$ cat src/design/udma_pkg.sv
// shared constants and types for the micro dma and interrupt request unit
package udma_pkg;
  localparam int NCH = 13;
  localparam int LO_CH = 5;
  localparam int RX_CH = 9;
  localparam logic [3:0] FLAG_OFS = 4'h3;
  localparam logic [15:0] PBLK_BASE = 16'hFF00;
  localparam logic [15:0] ADDR_DMA_EN_LO = 16'hFFE8;
  localparam logic [15:0] ADDR_DMA_EN_HI = 16'hFFE9;
  localparam logic [15:0] ADDR_PEND_LO = 16'hFFEA;
  localparam logic [15:0] ADDR_PEND_HI = 16'hFFEB;
  localparam logic [15:0] ADDR_IEN_LO = 16'hFFF6;
  localparam logic [15:0] ADDR_IEN_HI = 16'hFFF7;
  localparam logic [12:0] FLAGS_RST = 13'h0000;
  localparam logic [2:0] PB_CNT = 3'h0;
  localparam logic [2:0] PB_DST_LO = 3'h1;
  localparam logic [2:0] PB_DST_HI = 3'h2;
  localparam logic [2:0] PB_SRC_LO = 3'h3;
  localparam logic [2:0] PB_SRC_HI = 3'h4;
  localparam logic [2:0] PB_MODE = 3'h5;
  localparam int PB_LEN = 6;
  localparam int MODE_LEN_BIT = 2;
  localparam logic [1:0] UPD_FIX = 2'h0;
  localparam logic [1:0] UPD_DST_INC = 2'h1;
  localparam logic [1:0] UPD_SRC_INC = 2'h2;
  localparam logic [1:0] UPD_SRC_DEC = 2'h3;
  localparam int SVC_STATES = 46;
  localparam int FIFO_WIDTH = 8;
  localparam int FIFO_DEPTH = 8;

  typedef struct packed {
    logic rd;
    logic wr;
    logic [15:0] addr;
    logic [7:0] wdata;
  } bus_req_t;

  typedef enum {S_IDLE, S_FREQ, S_FCAP, S_MRD, S_MCAP, S_MWR, S_WB, S_PAD} udma_state_t;
endpackage

$ cat src/design/sync_fifo.sv
// synchronous fifo with valid/ready on both sides
`timescale 1ns/1ps
module sync_fifo #(
  parameter int WIDTH = 8,
  parameter int DEPTH = 8
) (
  // clock and reset
  input wire logic clk_i,
  input wire logic rst_b_i,
  // fill side
  input wire logic in_valid_i,
  input wire logic [WIDTH-1:0] in_data_i,
  output logic in_ready_o,
  // drain side
  output logic out_valid_o,
  output logic [WIDTH-1:0] out_data_o,
  input wire logic out_ready_i
);
  localparam int AW = $clog2(DEPTH);
  logic [WIDTH-1:0] mem [DEPTH];
  logic [AW-1:0] wr_ptr_reg;
  logic [AW-1:0] rd_ptr_reg;
  logic [AW:0] cnt_reg;
  logic push;
  logic pop;

  assign in_ready_o = cnt_reg != (AW+1)'(DEPTH);
  assign out_valid_o = cnt_reg != '0;
  assign out_data_o = mem[rd_ptr_reg];
  assign push = in_valid_i && in_ready_o;
  assign pop = out_valid_o && out_ready_i;

  always_ff @(posedge clk_i)
  begin
    if (push)
    begin
      mem[wr_ptr_reg] <= in_data_i;
    end
  end

  always_ff @(posedge clk_i or negedge rst_b_i)
  begin
    if (!rst_b_i)
    begin
      wr_ptr_reg <= '0;
      rd_ptr_reg <= '0;
      cnt_reg <= '0;
    end
    else
    begin
      if (push)
        wr_ptr_reg <= wr_ptr_reg + 1'b1;
      if (pop)
        rd_ptr_reg <= rd_ptr_reg + 1'b1;
      cnt_reg <= cnt_reg + (AW+1)'(push) - (AW+1)'(pop);
    end
  end
endmodule

$ cat src/design/irq_request_bank.sv
// per-channel interrupt request latches
`timescale 1ns/1ps
module irq_request_bank
  import udma_pkg::*;
(
  // clock and reset
  input wire logic clk_i,
  input wire logic rst_b_i,
  // set and clear sources
  input wire logic [NCH-1:0] set_i,
  input wire logic [NCH-1:0] ack_clr_i,
  input wire logic [NCH-1:0] sw_clr_i,
  input wire logic rx_read_i,
  // latch state
  output logic [NCH-1:0] pend_o
);
  genvar g;
  generate
    for (g = 0; g < NCH; g++)
    begin : g_latch
      logic clr;
      if (g == RX_CH)
      begin : g_rx
        assign clr = rx_read_i;
      end
      else
      begin : g_std
        assign clr = ack_clr_i[g] || sw_clr_i[g];
      end
      always_ff @(posedge clk_i or negedge rst_b_i)
      begin
        if (!rst_b_i)
          pend_o[g] <= 1'b0;
        else if (set_i[g])
          pend_o[g] <= 1'b1;
        else if (clr)
          pend_o[g] <= 1'b0;
      end
    end
  endgenerate
endmodule

$ cat src/design/udma_irq_unit.sv
// interrupt request controller with micro dma service engine
`timescale 1ns/1ps
// Summary of operation
// - parameter block starts at FF00h plus the accepted channel vector, six bytes
// - updated addresses and count are written back to their fetch locations
// - count decrements each service; zero continues into vectored handling
// - stored count zero means 256 transfers; eight-bit wrap
// - mode bits 1:0 pick address update, bit 2 picks one or two bytes
// - byte modes: fix, destination +1, source +1, source -1
// - word modes: fix, destination +2, source +2, source -2
// - two-byte move copies src to dst, then src+1 to dst+1
// - source and destination are full sixteen-bit addresses
// - service with nonzero result lasts exactly 46 cycles
// - only memory changes; no cpu register is touched
// - thirteen channels each have request latch, enable and dma flag
// - request pulse is latched until cleared
// - latch clears on reset or on vector acceptance, except the serial receive latch
// - writing vector/8 to Irq_pending_flags_low clears that channel's latch, except the serial receive latch
// - Irq_pending_flags_low/Irq_pending_flags_high read back the request latches, one means pending
// - dma flags at FFE8h/FFE9h route channel to micro dma; reset clears
// - lowest pending enabled vector wins; no compare with running service
// - serial receive latch clears only by reset or buffer read
module udma_irq_unit
  import udma_pkg::*;
(
  // clock and reset
  input wire logic CLK_I,
  input wire logic RST_B_I,
  // peripheral requests
  input wire logic [NCH-1:0] REQ_PULSE_I,
  input wire logic RX_BUF_READ_I,
  // cpu register access
  input wire bus_req_t CPU_ACC_I,
  output logic [7:0] CPU_RDATA_O,
  // cpu interrupt handshake
  input wire logic CPU_ACK_I,
  output logic INT_REQ_O,
  output logic [7:0] VEC_O,
  output logic DMA_BUSY_O,
  output logic GEN_REQ_O,
  output logic [7:0] GEN_VEC_O,
  // memory master
  output bus_req_t MEM_REQ_O,
  input wire logic [7:0] MEM_RDATA_I
);
  udma_state_t state_reg;
  logic [NCH-1:0] pend;
  logic [NCH-1:0] ack_clr;
  logic [NCH-1:0] sw_clr;
  logic [NCH-1:0] dma_en_reg;
  logic [NCH-1:0] ien_reg;
  logic [3:0] vec_ch_reg;
  logic [3:0] win_ch;
  logic win_found;
  logic ack_take;
  logic [5:0] cyc_reg;
  logic [2:0] idx_reg;
  logic bi_reg;
  logic [15:0] base_reg;
  logic [7:0] pb_reg [PB_LEN];
  logic len2;
  logic [15:0] src;
  logic [15:0] dst;
  logic [15:0] step;
  logic [15:0] src_next;
  logic [15:0] dst_next;
  logic [7:0] cnt_next;
  logic [7:0] wb_byte;
  logic fifo_in_valid;
  logic fifo_in_ready;
  logic fifo_out_valid;
  logic fifo_out_ready;
  logic [7:0] fifo_out_data;

  function automatic logic [7:0] vec_of(input logic [3:0] ch);
    return {1'b0, ch + FLAG_OFS, 3'h0};
  endfunction

  irq_request_bank u_bank (
    .clk_i(CLK_I),
    .rst_b_i(RST_B_I),
    .set_i(REQ_PULSE_I),
    .ack_clr_i(ack_clr),
    .sw_clr_i(sw_clr),
    .rx_read_i(RX_BUF_READ_I),
    .pend_o(pend)
  );

  // channel clear sources
  assign ack_take = CPU_ACK_I && INT_REQ_O && !DMA_BUSY_O;
  always_comb
  begin
    ack_clr = '0;
    sw_clr = '0;
    if (ack_take)
      ack_clr[vec_ch_reg] = 1'b1;
    if (CPU_ACC_I.wr && CPU_ACC_I.addr == ADDR_PEND_LO && CPU_ACC_I.wdata[7:4] == 4'h0
        && CPU_ACC_I.wdata[3:0] >= FLAG_OFS)
      sw_clr[CPU_ACC_I.wdata[3:0] - FLAG_OFS] = 1'b1;
  end

  // lowest channel index is the highest priority
  always_comb
  begin
    win_found = 1'b0;
    win_ch = 4'h0;
    for (int i = 0; i < NCH; i++)
    begin
      if (!win_found && pend[i] && ien_reg[i])
      begin
        win_found = 1'b1;
        win_ch = 4'(i);
      end
    end
  end
  always_ff @(posedge CLK_I or negedge RST_B_I)
  begin
    if (!RST_B_I)
    begin
      INT_REQ_O <= 1'b0;
      VEC_O <= 8'h00;
      vec_ch_reg <= 4'h0;
    end
    else
    begin
      INT_REQ_O <= win_found && !ack_take;
      VEC_O <= win_found ? vec_of(win_ch) : 8'h00;
      vec_ch_reg <= win_ch;
    end
  end

  // enable and dma flag registers
  always_ff @(posedge CLK_I or negedge RST_B_I)
  begin
    if (!RST_B_I)
    begin
      dma_en_reg <= FLAGS_RST;
      ien_reg <= FLAGS_RST;
    end
    else if (CPU_ACC_I.wr)
    begin
      unique case (CPU_ACC_I.addr)
        ADDR_DMA_EN_LO: dma_en_reg <= {dma_en_reg[NCH-1:LO_CH], CPU_ACC_I.wdata[7:3]};
        ADDR_DMA_EN_HI: dma_en_reg <= {CPU_ACC_I.wdata, dma_en_reg[LO_CH-1:0]};
        ADDR_IEN_LO: ien_reg <= {ien_reg[NCH-1:LO_CH], CPU_ACC_I.wdata[7:3]};
        ADDR_IEN_HI: ien_reg <= {CPU_ACC_I.wdata, ien_reg[LO_CH-1:0]};
        default: ;
      endcase
    end
  end
  // register read port, data one cycle after the strobe
  always_ff @(posedge CLK_I or negedge RST_B_I)
  begin
    if (!RST_B_I)
      CPU_RDATA_O <= 8'h00;
    else if (CPU_ACC_I.rd)
    begin
      unique case (CPU_ACC_I.addr)
        ADDR_DMA_EN_LO: CPU_RDATA_O <= {dma_en_reg[LO_CH-1:0], 3'h0};
        ADDR_DMA_EN_HI: CPU_RDATA_O <= dma_en_reg[NCH-1:LO_CH];
        ADDR_PEND_LO: CPU_RDATA_O <= {pend[LO_CH-1:0], 3'h0};
        ADDR_PEND_HI: CPU_RDATA_O <= pend[NCH-1:LO_CH];
        ADDR_IEN_LO: CPU_RDATA_O <= {ien_reg[LO_CH-1:0], 3'h0};
        ADDR_IEN_HI: CPU_RDATA_O <= ien_reg[NCH-1:LO_CH];
        default: CPU_RDATA_O <= 8'h00;
      endcase
    end
  end

  // parameter block fields and their updates
  assign dst = {pb_reg[PB_DST_HI], pb_reg[PB_DST_LO]};
  assign src = {pb_reg[PB_SRC_HI], pb_reg[PB_SRC_LO]};
  assign len2 = pb_reg[PB_MODE][MODE_LEN_BIT];
  assign step = len2 ? 16'h0002 : 16'h0001;
  assign cnt_next = pb_reg[PB_CNT] - 8'h01;
  always_comb
  begin
    src_next = src;
    dst_next = dst;
    unique case (pb_reg[PB_MODE][1:0])
      UPD_FIX: ;
      UPD_DST_INC: dst_next = dst + step;
      UPD_SRC_INC: src_next = src + step;
      UPD_SRC_DEC: src_next = src - step;
    endcase
  end
  always_comb
  begin
    wb_byte = cnt_next;
    unique case (idx_reg)
      PB_DST_LO: wb_byte = dst_next[7:0];
      PB_DST_HI: wb_byte = dst_next[15:8];
      PB_SRC_LO: wb_byte = src_next[7:0];
      PB_SRC_HI: wb_byte = src_next[15:8];
      default: wb_byte = cnt_next;
    endcase
  end
  // moved bytes pass through the fifo on their way to the destination
  assign fifo_in_valid = state_reg == S_MCAP;
  assign fifo_out_ready = state_reg == S_MWR;
  sync_fifo #(
    .WIDTH(FIFO_WIDTH),
    .DEPTH(FIFO_DEPTH)
  ) u_fifo (
    .clk_i(CLK_I),
    .rst_b_i(RST_B_I),
    .in_valid_i(fifo_in_valid),
    .in_data_i(MEM_RDATA_I),
    .in_ready_o(fifo_in_ready),
    .out_valid_o(fifo_out_valid),
    .out_data_o(fifo_out_data),
    .out_ready_i(fifo_out_ready)
  );

  // service sequencer; memory is its only target
  always_ff @(posedge CLK_I or negedge RST_B_I)
  begin
    if (!RST_B_I)
    begin
      state_reg <= S_IDLE;
      cyc_reg <= 6'h00;
      idx_reg <= 3'h0;
      bi_reg <= 1'b0;
      base_reg <= 16'h0000;
      DMA_BUSY_O <= 1'b0;
      GEN_REQ_O <= 1'b0;
      GEN_VEC_O <= 8'h00;
      MEM_REQ_O <= '0;
      for (int i = 0; i < PB_LEN; i++)
        pb_reg[i] <= 8'h00;
    end
    else
    begin
      GEN_REQ_O <= 1'b0;
      MEM_REQ_O <= '0;
      if (DMA_BUSY_O)
        cyc_reg <= cyc_reg + 6'h01;
      unique case (state_reg)
        S_IDLE:
        begin
          cyc_reg <= 6'h00;
          if (ack_take && dma_en_reg[vec_ch_reg])
          begin
            base_reg <= PBLK_BASE + {8'h00, VEC_O};
            MEM_REQ_O.rd <= 1'b1;
            MEM_REQ_O.addr <= PBLK_BASE + {8'h00, VEC_O};
            GEN_VEC_O <= VEC_O;
            idx_reg <= PB_CNT;
            DMA_BUSY_O <= 1'b1;
            state_reg <= S_FREQ;
          end
        end
        S_FREQ: state_reg <= S_FCAP;
        S_FCAP:
        begin
          pb_reg[idx_reg] <= MEM_RDATA_I;
          MEM_REQ_O.rd <= 1'b1;
          if (idx_reg == PB_MODE)
          begin
            MEM_REQ_O.addr <= src;
            bi_reg <= 1'b0;
            state_reg <= S_MRD;
          end
          else
          begin
            MEM_REQ_O.addr <= base_reg + {13'h0000, idx_reg + 3'h1};
            idx_reg <= idx_reg + 3'h1;
            state_reg <= S_FREQ;
          end
        end
        S_MRD: state_reg <= S_MCAP;
        S_MCAP:
        begin
          if (len2 && !bi_reg && fifo_in_ready)
          begin
            MEM_REQ_O.rd <= 1'b1;
            MEM_REQ_O.addr <= src + 16'h0001;
            bi_reg <= 1'b1;
            state_reg <= S_MRD;
          end
          else if (!(len2 && !bi_reg))
          begin
            bi_reg <= 1'b0;
            state_reg <= S_MWR;
          end
        end
        S_MWR:
        begin
          if (fifo_out_valid)
          begin
            MEM_REQ_O.wr <= 1'b1;
            MEM_REQ_O.addr <= dst + {15'h0000, bi_reg};
            MEM_REQ_O.wdata <= fifo_out_data;
            bi_reg <= 1'b1;
            if (!len2 || bi_reg)
            begin
              idx_reg <= PB_CNT;
              state_reg <= S_WB;
            end
          end
        end
        S_WB:
        begin
          MEM_REQ_O.wr <= 1'b1;
          MEM_REQ_O.addr <= base_reg + {13'h0000, idx_reg};
          MEM_REQ_O.wdata <= wb_byte;
          idx_reg <= idx_reg + 3'h1;
          if (idx_reg == PB_SRC_HI)
            state_reg <= S_PAD;
        end
        S_PAD:
        begin
          if (cyc_reg == 6'(SVC_STATES - 1))
          begin
            DMA_BUSY_O <= 1'b0;
            GEN_REQ_O <= cnt_next == 8'h00;
            state_reg <= S_IDLE;
          end
        end
      endcase
    end
  end
endmodule

$ cat config.mk
export PLATFORM = sky130hd
export DESIGN_NAME = udma_irq_unit
export DESIGN_NICKNAME = d
export VERILOG_FILES = /design/src/design/udma_pkg.sv /design/src/design/sync_fifo.sv /design/src/design/irq_request_bank.sv /design/src/design/udma_irq_unit.sv
export SDC_FILE = /design/constraint.sdc
export NUM_CORES = 1
export LEC_CHECK = 0
export ABC_AREA = 1
export CORE_MARGIN = 5
export CORE_UTILIZATION = 45
export CTS_CLUSTER_DIAMETER = 50
export DETAILED_ROUTE_END_ITERATION = 6
export DONT_BUFFER_PORTS = 1
export GPL_TIMING_DRIVEN = 0
export PLACE_DENSITY = 0.73
export RECOVER_POWER = 50
export SYNTH_ARGS = -nofsm -noshare
export SYNTH_HDL_FRONTEND = slang
export SYNTH_SLANG_ARGS = --single-unit
$ cat constraint.sdc
create_clock -name CLK_I -period 2.36 [get_ports CLK_I]
set_input_delay 0.472 -clock CLK_I [delete_from_list [all_inputs] [get_ports CLK_I]]
set_output_delay 0.472 -clock CLK_I [all_outputs]
set_load 0.05 [all_outputs]
# Yosys cells after proc, flatten, opt, wreduce, memory -nomap -nowiden
# Memories as Yosys holds them, arrays and structs flattened.
# Cells that the tools add are included.
# op_classes
n_bitwise	5
multipliers	0
n_addsub	17
muxes	108
div_mod_pow	0
n_lt_le_gt_ge	7
n_shift	0
n_eq_ne	33
n_reduce_logical	98
# ops
op	count
case mux 32 bit (8 select lines)	1
two-way mux 32 bit	7
== test 32 x 3 -> 1 bit, second input constant	4
== test 16 bit, second input constant	6
case mux 16 bit (5 select lines)	1
== test 32 x 2 -> 1 bit, second input constant	2
== test 32 x 4 -> 1 bit, second input constant	2
two-way mux 16 bit	4
two-way mux 1 bit	55
case mux 13 bit (2 select lines)	2
bitwise mux 48 bit	1
case mux 8 bit (6 select lines)	1
two-way mux 4 bit	11
logical AND 1 bit	39
adder 16 x 2 -> 16 bit	2
adder 16 x 3 -> 16 bit	2
== test 32 x 1 -> 1 bit, second input constant	1
zero test 32 bit	1
case mux 16 bit (2 select lines)	1
case mux 8 bit (4 select lines)	1
nonzero test 2 bit	15
two-way mux 13 bit	2
two-way mux 25 bit	1
demux 8 bit (select 3 bit)	1
50 further kinds	105
# word_totals
input_bits	51
out_inout_bits	53
latchBits	0
ram_bits	64
regBits	210
mem_count	1
mem_bits_ro	0
# mem_list
memory	depth	width	read_ports	rd_clocked_by_memory_dff	write_ports	line_no	source
u_fifo.mem	8	8	1	0	1	sync_fifo.sv:20	logic [WIDTH-1:0] mem [DEPTH];

# Longest topological paths before layout
# Gate-level depths: netlist of the first run.
# logic_depth
ltp_word	52
ltp_mapped	17
mapped_depth_nobuf	17

# Modules after synthesis
# Synthesis of the first run repeated with hierarchy kept, for this count alone.
# hier_totals
cells_unflattened	1676
hier_area_um2	12944.9
# by_module_without_submodules
module	area_each_um2	seq_area_each_um2	cells_each	instances
udma_irq_unit	8963.6	3303.2	1270	1
sync_fifo	3464.6	2172.1	343	1
irq_request_bank	516.7	325.3	63	1

# Worst setup path before layout of the first run
# OpenSTA, ideal clock, no wires.
# synth_path
kind	reg-to-reg
start	reg state_reg[1]
end	reg u_fifo.cnt_reg[2]
arrival_ns	2.314
stages_incl_launch_ff	14
path_buffers	2
slack_ns	-0.077
required_time_ns	2.237
setup_time_ns	0.123
cell_sequence	dfrtp_1 -> inv_1 -> nand2_1 -> nor2_1 -> inv_1 -> nor2_1 -> buf_2 -> buf_2 -> ha_1 -> inv_1 -> ha_1 -> inv_1 -> fa_1 -> xnor2_1
# synth_via
word_cells_on_any_way	6
# synth_rtl
item	line_no	source
start: declaration	udma_irq_unit.sv:46	udma_state_t state_reg;
start signal: assignment	udma_irq_unit.sv:220	state_reg <= S_IDLE;
start signal: assignment	udma_irq_unit.sv:250	state_reg <= S_FREQ;
start signal: assignment	udma_irq_unit.sv:253	S_FREQ: state_reg <= S_FCAP;
== test 32 x 4 -> 1 bit	udma_irq_unit.sv:200	assign fifo_out_ready = state_reg == S_MWR;
logical AND 1 bit	sync_fifo.sv:31	assign pop = out_valid_o && out_ready_i;
via u_fifo.pop	sync_fifo.sv:25	logic pop;
subtractor 4 x 1 -> 4 bit	sync_fifo.sv:55	cnt_reg <= cnt_reg + (AW+1)'(push) - (AW+1)'(pop);
end signal: assignment	sync_fifo.sv:55	
end: declaration	sync_fifo.sv:23	logic [AW:0] cnt_reg;
# The timed path passes the listed nets, and every way through them passes these cells.
# A chain may end at the register's enable or synchronous reset.

# Final worst setup path of the first run
# layout_path
start	reg pb_reg[0] in the netlist's numbering
end	reg MEM_REQ_O[3] in the netlist's numbering
# layout_via
elab_chain_len	4
word_cells_on_any_way	7
# layout_rtl
item	line_no	source
start: declaration	udma_irq_unit.sv:60	logic [7:0] pb_reg [PB_LEN];
start signal: indexed assignment	udma_irq_unit.sv:230	pb_reg[i] <= 8'h00;
start signal: indexed assignment	udma_irq_unit.sv:256	pb_reg[idx_reg] <= MEM_RDATA_I;
== test 2 bit or == test 2 x 1 -> 1 bit (tied branches)	udma_irq_unit.sv:180	unique case (pb_reg[PB_MODE][1:0])
case mux 16 bit (2 select lines) or two-way mux 16 bit (tied branches)	udma_irq_unit.sv:180	
case mux 8 bit (4 select lines) (*)	udma_irq_unit.sv:190	unique case (idx_reg)
case mux 8 bit (2 select lines) (*)	udma_irq_unit.sv:238	unique case (state_reg)
end: declaration	udma_irq_unit.sv:43	output bus_req_t MEM_REQ_O,
# Mark *: on every way between the ends. The rest lies on a longest branch, timed or not.

==> results of run 1 <==
==> power by group through the flow <==
| stage | Sequential (mW) | Combinational (mW) | Clock (mW) |
|---|---|---|---|
| after global placement | 3.98 | 0.100 | 0 |
| after detailed placement | 3.98 | 0.101 | 0 |
| after global routing | 3.91 | 0.112 | 4.11 |
| after floorplan | 3.98 | 0.0778 | 0 |
| after CTS | 3.91 | 0.102 | 3.95 |
| final | 3.91 | 0.105 | 3.89 |
==> cell families (layout without fill, tap and decap cells) <==
logic type | after synthesis | count (layout)
compound gates | 318 | 318
xor+xnor | 23 | 23
fa+ha+maj | 41 | 41
buf+inv | 229 | 295
flops | 219 | 219
mux | 12 | 12
other cells | 1 | 8
simple gates | 648 | 648
==> through the flow <==
step	util	instance area (sq um)	setup slack, ns	hold slack, ns
after detailed placement	0.471	12600	-0.461	0.183
after CTS	0.518	13900	0.000726	-0.368
final	0.527	14100	-0.0624	-0.349
after global placement	0.471	12600	-0.477	0.183
after global routing	0.527	14100	-0.205	-0.377
after floorplan	-	12200	0.0369	0.176
==> Yosys cell counts (all sizes together) (6+ instances only) <==
| master | n |
|---|---|
| buf | 23 |
| ha | 38 |
| o221ai | 14 |
| nand3 | 90 |
| o22ai | 8 |
| or2 | 6 |
| a21oi | 67 |
| clkbuf | 20 |
| nand3b | 7 |
| nand2 | 332 |
| o21bai | 11 |
| mux2i | 12 |
| o21ai | 173 |
| inv | 181 |
| nor2 | 149 |
| edfxtp | 64 |
| dfrtp | 155 |
| nor3 | 24 |
| xor2 | 16 |
| xnor2 | 7 |
| o211ai | 11 |
| nor4 | 9 |
| nand4 | 26 |
==> layer usage <==
metal | up-vias | routed length [microns]
met5 | - | 0
met1 | 5195 | 15200
met4 | 0 | 1610
met2 | 483 | 16600
met3 | 96 | 2750
li1 | 5128 | -
==> worst max path at each step <==
stage / startpoint / end / slack, ns / cells past startpoint
6_report: pb_reg[0] / MEM_REQ_O[3] / -0.06 / 15
5_1_grt: pb_reg[0] / MEM_REQ_O[2] / -0.21 / 13
4_1_cts: pb_reg[1] / MEM_REQ_O[5] / 0.0007 / 16
3_5_place_dp: state_reg[2] / u_fifo.mem[4][1] / -0.46 / 7
3_3_place_gp: pb_reg[0] / MEM_REQ_O[1] / -0.48 / 12
2_1_floorplan: state_reg[1] / u_fifo.cnt_reg[2] / 0.04 / 13
==> final cells by class <==
type,instances,area (sq um)
Timing Repair inverter,1,7.51
Sequential cell,219,5810
Buffer,42,236
Timing Repair Buffer,21,178
Multi-Input combinational cell,1050,5930
Tap cell,341,427
Clock buffer,34,703
Inverter,186,707
Fill cell,2401,12700
Clock inverter,11,138
==> placed cells by master, fill, tap and decap left out, types with 5 or more instances in the layout <==
master	synthesis	final
sky130_fd_sc_hd__nand2_2	2	20
sky130_fd_sc_hd__nand3b_1	7	7
sky130_fd_sc_hd__nand2_1	330	310
sky130_fd_sc_hd__buf_2	8	5
sky130_fd_sc_hd__conb_1	1	8
sky130_fd_sc_hd__o22ai_1	8	8
sky130_fd_sc_hd__clkinvlp_4	0	5
sky130_fd_sc_hd__o21ai_0	173	159
sky130_fd_sc_hd__inv_1	175	166
sky130_fd_sc_hd__nand4_1	26	26
sky130_fd_sc_hd__ha_1	38	24
sky130_fd_sc_hd__xor2_1	16	16
sky130_fd_sc_hd__nand3_1	90	85
sky130_fd_sc_hd__o21bai_1	11	11
sky130_fd_sc_hd__dfrtp_2	0	5
sky130_fd_sc_hd__o221ai_1	14	14
sky130_fd_sc_hd__ha_4	0	12
sky130_fd_sc_hd__o21ai_1	0	9
sky130_fd_sc_hd__nor4_1	7	5
sky130_fd_sc_hd__clkbuf_1	18	25
sky130_fd_sc_hd__clkbuf_8	0	5
sky130_fd_sc_hd__or2_2	6	6
sky130_fd_sc_hd__nor2_2	2	13
sky130_fd_sc_hd__edfxtp_1	64	64
sky130_fd_sc_hd__nor2_1	146	125
sky130_fd_sc_hd__nor2_4	1	11
sky130_fd_sc_hd__inv_2	6	14
sky130_fd_sc_hd__a21oi_2	0	8
sky130_fd_sc_hd__a31o_2	5	5
sky130_fd_sc_hd__nor3_1	23	22
sky130_fd_sc_hd__o211ai_1	11	11
sky130_fd_sc_hd__a21oi_1	67	58
sky130_fd_sc_hd__mux2i_1	12	12
sky130_fd_sc_hd__clkbuf_16	0	25
sky130_fd_sc_hd__buf_4	12	28
sky130_fd_sc_hd__dfrtp_1	155	150
sky130_fd_sc_hd__xnor2_1	7	7
==> what timing repair did <==
item                                   CTS  global route
setup endpoints to repair               81            79
gates resized for setup                 74            65
pin swaps                                5            22
buffers inserted                        13             8
gates cloned                             0             1
endpoints found under the hold margin  155           155
==> critical path: cells and delay by family, from the launching register on <==
family	cells	cell delay, ns
adder cells (fa/ha/maj)	1	0.30
XOR/XNOR	1	0.21
buffers and inverters	4	0.53
AO/OA/AOI/OAI	2	0.31
flip-flops	1	0.40
AND/OR/NAND/NOR	7	0.59
==> impl_metrics.yaml, run 1 <==
run_status:
  run_status: "complete, but fails checks"
  failed_checks: "negative hold slack, negative setup slack"
global_routing:
  grt_max_degree: 156
  globalRouteMet3Util: 0.0457
  grt-busiest-layer: "met2"
  globalRouteTotalUtil: 0.229
  grt_antenna_before_repair: 0
  met2_usage: 0.372
  grt_pass1_vias: 10500
  met1_global_route_usage: 0.304
  grt.overflow.total: 0
  global_route_wire_length_before_repair_microns: 56100
detailed_routing:
  routed_wirelength_microns: 36100
  firstDrtPassIters: 5
  routed_wire_length_per_instance_microns: 19.0
  vias: 10900
  detail_route.drc_violations: 0
  drtAntennaViolNets: 0
  drt-vias-per-instance: 5.72
  drtIter0Drc: 1066
synth:
  ys_seq_elements: 219
  synth_xor_xnor_area_share: 0.0166
  synth_flop_cell: "sky130_fd_sc_hd__dfrtp_1"
  top_area_cells_in_the_synthesized_netlist: "sky130_fd_sc_hd__dfrtp_1 (32%), sky130_fd_sc_hd__edfxtp_1 (16%), sky130_fd_sc_hd__nand2_1 (10%)"
  synth.area.mux_share: 0.00987
  synth-seq-area-share: 0.477
  synth_compound_gate_area_share: 0.149
  count_of_mapped_cells_out_of_synthesis: 1491
  post_synth_and_or_nand_nor_area_fraction: 0.228
  synth.cell_area_sq_um: 12200
  yosysTopAreaCell: "sky130_fd_sc_hd__dfrtp_1"
  synth-adder-area-share: 0.0440
  synth_edf_count: 64
  yosysUniqueCellTypes: 53
  syn_avg_cell_area_sq_um: 8.16
  largest_family_of_logic_cells_by_synthesized_area: "simple AND/OR/NAND/NOR gates"
  ys_warn_count: 0
  async_reset_ff_frac: 0.708
  synth.top_cell.area_share: 0.319
worst_setup_path:
  crit-reg2reg-launch: "pb_reg[0]"
  cpMostUsedCell: "sky130_fd_sc_hd__nand2_1"
  worstPathArrival_ns: 2.87
  cp_cell_sequence: "nand2_2, clkinvlp_4, buf_12, buf_6, ha_4, nand2_2, o21ai_2, buf_4, nand2_1, nand3b_1, xor2_1, o21ai_2, nand2_1, nand2_1, nand2_1"
  critical_path_peak_fanout: 7
  slowest_delay_ns: 0.40
  crit-reg2reg-capture: "MEM_REQ_O[3]"
  end_kind: "register"
  reg2regPathDepth: 15
  crit_path_start_kind: "register"
  worst-setup-path-type: "register to register"
  critical-path-slowest-cell: "sky130_fd_sc_hd__dfrtp_1"
  required_ns: 2.81
  rrSetupSlack_ns: -0.06
timing:
  timing.final.setup_violations: 7
  clock-skew-final_ns: 0.0108
  rsz0062_at_grt: "true"
  final_period_minus_worst_setup_slack_ns: 2.42
  finalCritPeriodShare: 1.03
  slew_headroom: 0.298
  worst_hold_margin_ns: -0.349
  final_hold_viol_count: 155
  finalSetupTns_ns: -0.290
  worst-slew-pin-transition_ns: 1.04
  finalMaxSlewViolations: 0
  setup_ws_post_layout_ns: -0.0624
  fmax_mhz: 413
clock_tree:
  worst_path_clk_slew_ns: 0.06
  clock_insertion_delay_worst_skew_ns: 0.52
  clock_tree.root_cell: "sky130_fd_sc_hd__clkbuf_16"
  tritoncts_clock_tree: "yes"
  cts_max_level: 1
  cts-root-to-sink-buffers: 3
  clock_sinks: 219
  cts_made_buffers: 25
flow_run:
  max_cap_violations: 0
floorplan:
  boundaryPins: 104
  rows: 60
  die_w_microns: 174
  dieArea_sq_um: 30400
  chipHeight_microns: 174
  initial_utilization: 0.454
  placeableCoreArea_sq_um: 26800
hold_path:
  min-delay-path-class: "input pin to async pin"
placed_design:
  place.detailed.hpwl_microns: 26500
  number_of_port_buffers: 0
  placed_cells_incl_taps: 1839
  finalWeightedCongestion: 0.987
power:
  power.clock.fraction: 0.492
  seqPwrFrac: 0.495
  leakage_nw: 6.48
  total_power_mw: 7.91
  switching_power_mw: 1.64
  power.switching_fraction: 0.208
  p_per_area_nw_per_um2: 559
  peakVddDrop_v: 0.000406
  combinationalPowerShare: 0.013
  intPower_mw: 6.26
cells_and_area:
  layout-area-overhead-vs-synth_pct: 16.2
  layout-drive-gt1-share: 0.130
  largest_register_ff_count: 64
  finish.cell_count_without_fillers: 1905
  ant_diodes: 0
  final_net_count: 1638
Power figures use the tool's default switching activity.
==> run 2, diff against run 1 <==
Settings changed: PLACE_DENSITY 0.73 to 0.71.
Clock period 2.36 ns to 2.6 ns, I/O delays scaled along.
==> run 2 against run 1 <==
Net effect: the run ends with negative hold slack left; combinational power down 11%; non-clock buffer count is 14 lower; clock power is 3% lower; via count is 2.3% lower; critical path depth up 2; final cell count shrank 0.42%; routed wire length shrank 4.3%; sequential share of layout area up 0.94 points; total power is 6.1% lower; largest power group is now the clock network.
==> impl_metrics.yaml, run 2 (synthesized netlist as in run 1, its figures left out) <==
cells_and_area:
  layout_commonest_cell: "sky130_fd_sc_hd__nand2_1"
  layout-drive-gt1-share: 0.0919
  largest_register_ff_count: 64
  final_net_count: 1626
  ant_diodes: 0
  layout-area-overhead-vs-synth_pct: 13.5
  layout.cells.most_common_list: "sky130_fd_sc_hd__nand2_1 (327), sky130_fd_sc_hd__inv_1 (172), sky130_fd_sc_hd__o21ai_0 (168)"
timing:
  worst-slew-pin-transition_ns: 1.10
  slew_headroom: 0.261
  rsz0062_at_grt: "true"
  clock-skew-final_ns: 0.0138
  finalMaxSlewViolations: 0
  finalCritPeriodShare: 0.942
  final_hold_viol_count: 155
  worst_hold_margin_ns: -0.324
  final_period_minus_worst_setup_slack_ns: 2.45
  timing.final.setup_violations: 0
  setup_ws_post_layout_ns: 0.150
  fmax_mhz: 408
worst_setup_path:
  slowest_delay_ns: 0.41
  critical_path_peak_fanout: 5
  worst-setup-path-type: "register to register"
  end_kind: "register"
  crit_path_start_kind: "register"
  cp_cell_sequence: "nand2_2, clkinvlp_4, buf_4, ha_2, nand2_1, nor2_2, nand3_1, nand3_2, nand2_1, nand2_1, nand2_1, nand2_1, nand2_1, nand2_1, nand2_1, nand2_1, nand2_1"
  crit-reg2reg-capture: "MEM_REQ_O[4]"
  rrSetupSlack_ns: 0.15
  critical-path-slowest-cell: "sky130_fd_sc_hd__dfrtp_1"
  cpMostUsedCell: "sky130_fd_sc_hd__nand2_1"
  required_ns: 3.02
  reg2regPathDepth: 17
  crit-reg2reg-launch: "pb_reg[0]"
  worstPathArrival_ns: 2.87
clock_tree:
  worst_path_clk_slew_ns: 0.06
  cts_max_level: 1
  cts-root-to-sink-buffers: 3
  clock_tree.root_cell: "sky130_fd_sc_hd__clkbuf_16"
  tritoncts_clock_tree: "yes"
  clock_sinks: 219
  clock_insertion_delay_worst_skew_ns: 0.55
  cts_made_buffers: 28
floorplan:
  dieArea_sq_um: 30400
  die_w_microns: 174
  initial_utilization: 0.454
  rows: 60
  boundaryPins: 104
  placeableCoreArea_sq_um: 26800
  chipHeight_microns: 174
global_routing:
  grt_antenna_before_repair: 0
  globalRouteTotalUtil: 0.224
  global_route_wire_length_before_repair_microns: 55400
  grt_pass1_vias: 10300
  grt_max_degree: 156
  grt.overflow.total: 0
run_status:
  run_status: "complete, but fails checks"
  failed_checks: "negative hold slack"
detailed_routing:
  firstDrtPassIters: 5
  vias: 10700
  drtAntennaViolNets: 0
  detail_route.drc_violations: 0
  drtIter0Drc: 1106
  routed_wirelength_microns: 34600
  routed_wire_length_per_instance_microns: 18.2
  drt-vias-per-instance: 5.62
placed_design:
  place.detailed.hpwl_microns: 26400
  number_of_port_buffers: 0
  pre_cts_ws_ns: -0.320
  finalWeightedCongestion: 1.02
flow_run:
  max_cap_violations: 0
power:
  peakVddDrop_v: 0.000373
  p_per_area_nw_per_um2: 538
  leakage_nw: 6.39
hold_path:
  min-delay-path-class: "input pin to async pin"
[run 2: cell count changes in the layout (fill, tap and decap cells not counted), moves of 5 or more]
cell / before / now
sky130_fd_sc_hd__nand2_2: 20 / 5
sky130_fd_sc_hd__o21ai_0: 159 / 168
sky130_fd_sc_hd__nor2_1: 125 / 135
sky130_fd_sc_hd__o21ai_1: 9 / 2
sky130_fd_sc_hd__buf_4: 28 / 18
sky130_fd_sc_hd__a21oi_1: 58 / 63
sky130_fd_sc_hd__inv_2: 14 / 8
sky130_fd_sc_hd__nor2_4: 11 / 3
sky130_fd_sc_hd__inv_1: 166 / 172
sky130_fd_sc_hd__nand2_1: 310 / 327
[run 2: through the flow]
stage          power (mW)  setup TNS (ns)  cell area, sq um  std cells   util
2_1_floorplan        3.69               0             12200       1498      -
3_3_place_gp         3.71           -2.18             12600       1839  0.471
3_5_place_dp         3.71           -3.84             12600       1839  0.471
4_1_cts              7.49           -2.56             13600       1894  0.508
5_1_grt              7.67          -0.133             13800       1897  0.515
6_report             7.43               0             13800       1897  0.515
[run 2: metal layers]
layer / GRT usage / share of wire
met1: 0.306 / 0.42
met2: 0.363 / 0.46
met3: 0.0363 / 0.075
met4: 0.0818 / 0.044
met5: 0 / 0
[run 2: critical path: cells and delay by family, from the launching register on]
family,cells,cell delay (ns)
DFF,1,0.41
buffers and inverters,2,0.26
and+or+nand+nor,14,1.27
adders and majority gates,1,0.38
[run 2: timing repair]
item	CTS	global route
pin swaps	1	7
buffers inserted	3	4
gates resized for setup	14	43
endpoints found under the hold margin	155	155
setup endpoints to repair	43	76
[run 2: area by class of cell]
type / count / area, sq um
clock inverters: 17 / 189
fillers: 2447 / 13000
inverters: 186 / 703
multi-input cells: 1050 / 5680
flip-flops and latches: 219 / 5800
well taps: 341 / 427
clock buffers: 35 / 737
plain buffers: 42 / 220
repair buffers: 7 / 50.0
[run 2: worst max-delay path by stage]
stage | depth (start not counted) | from | endpoint | slack [ns]
2_1_floorplan | 13 | state_reg[1] | u_fifo.cnt_reg[2] | 0.16
3_3_place_gp | 13 | state_reg[1] | u_fifo.cnt_reg[2] | -0.29
3_5_place_dp | 13 | state_reg[1] | u_fifo.cnt_reg[2] | -0.32
4_1_cts | 8 | u_fifo.cnt_reg[2] | u_fifo.mem[2][2] | -0.11
5_1_grt | 7 | state_reg[2] | u_fifo.mem[6][4] | -0.01
6_report | 17 | pb_reg[0] | MEM_REQ_O[4] | 0.15
[run 2: report_power, final]
part	internal, mW	switching, mW	total, mW
sequential	3.55	0.000891	3.55
combinational	0.0205	0.0734	0.0939
clock	2.25	1.53	3.78
total	5.82	1.61	7.43
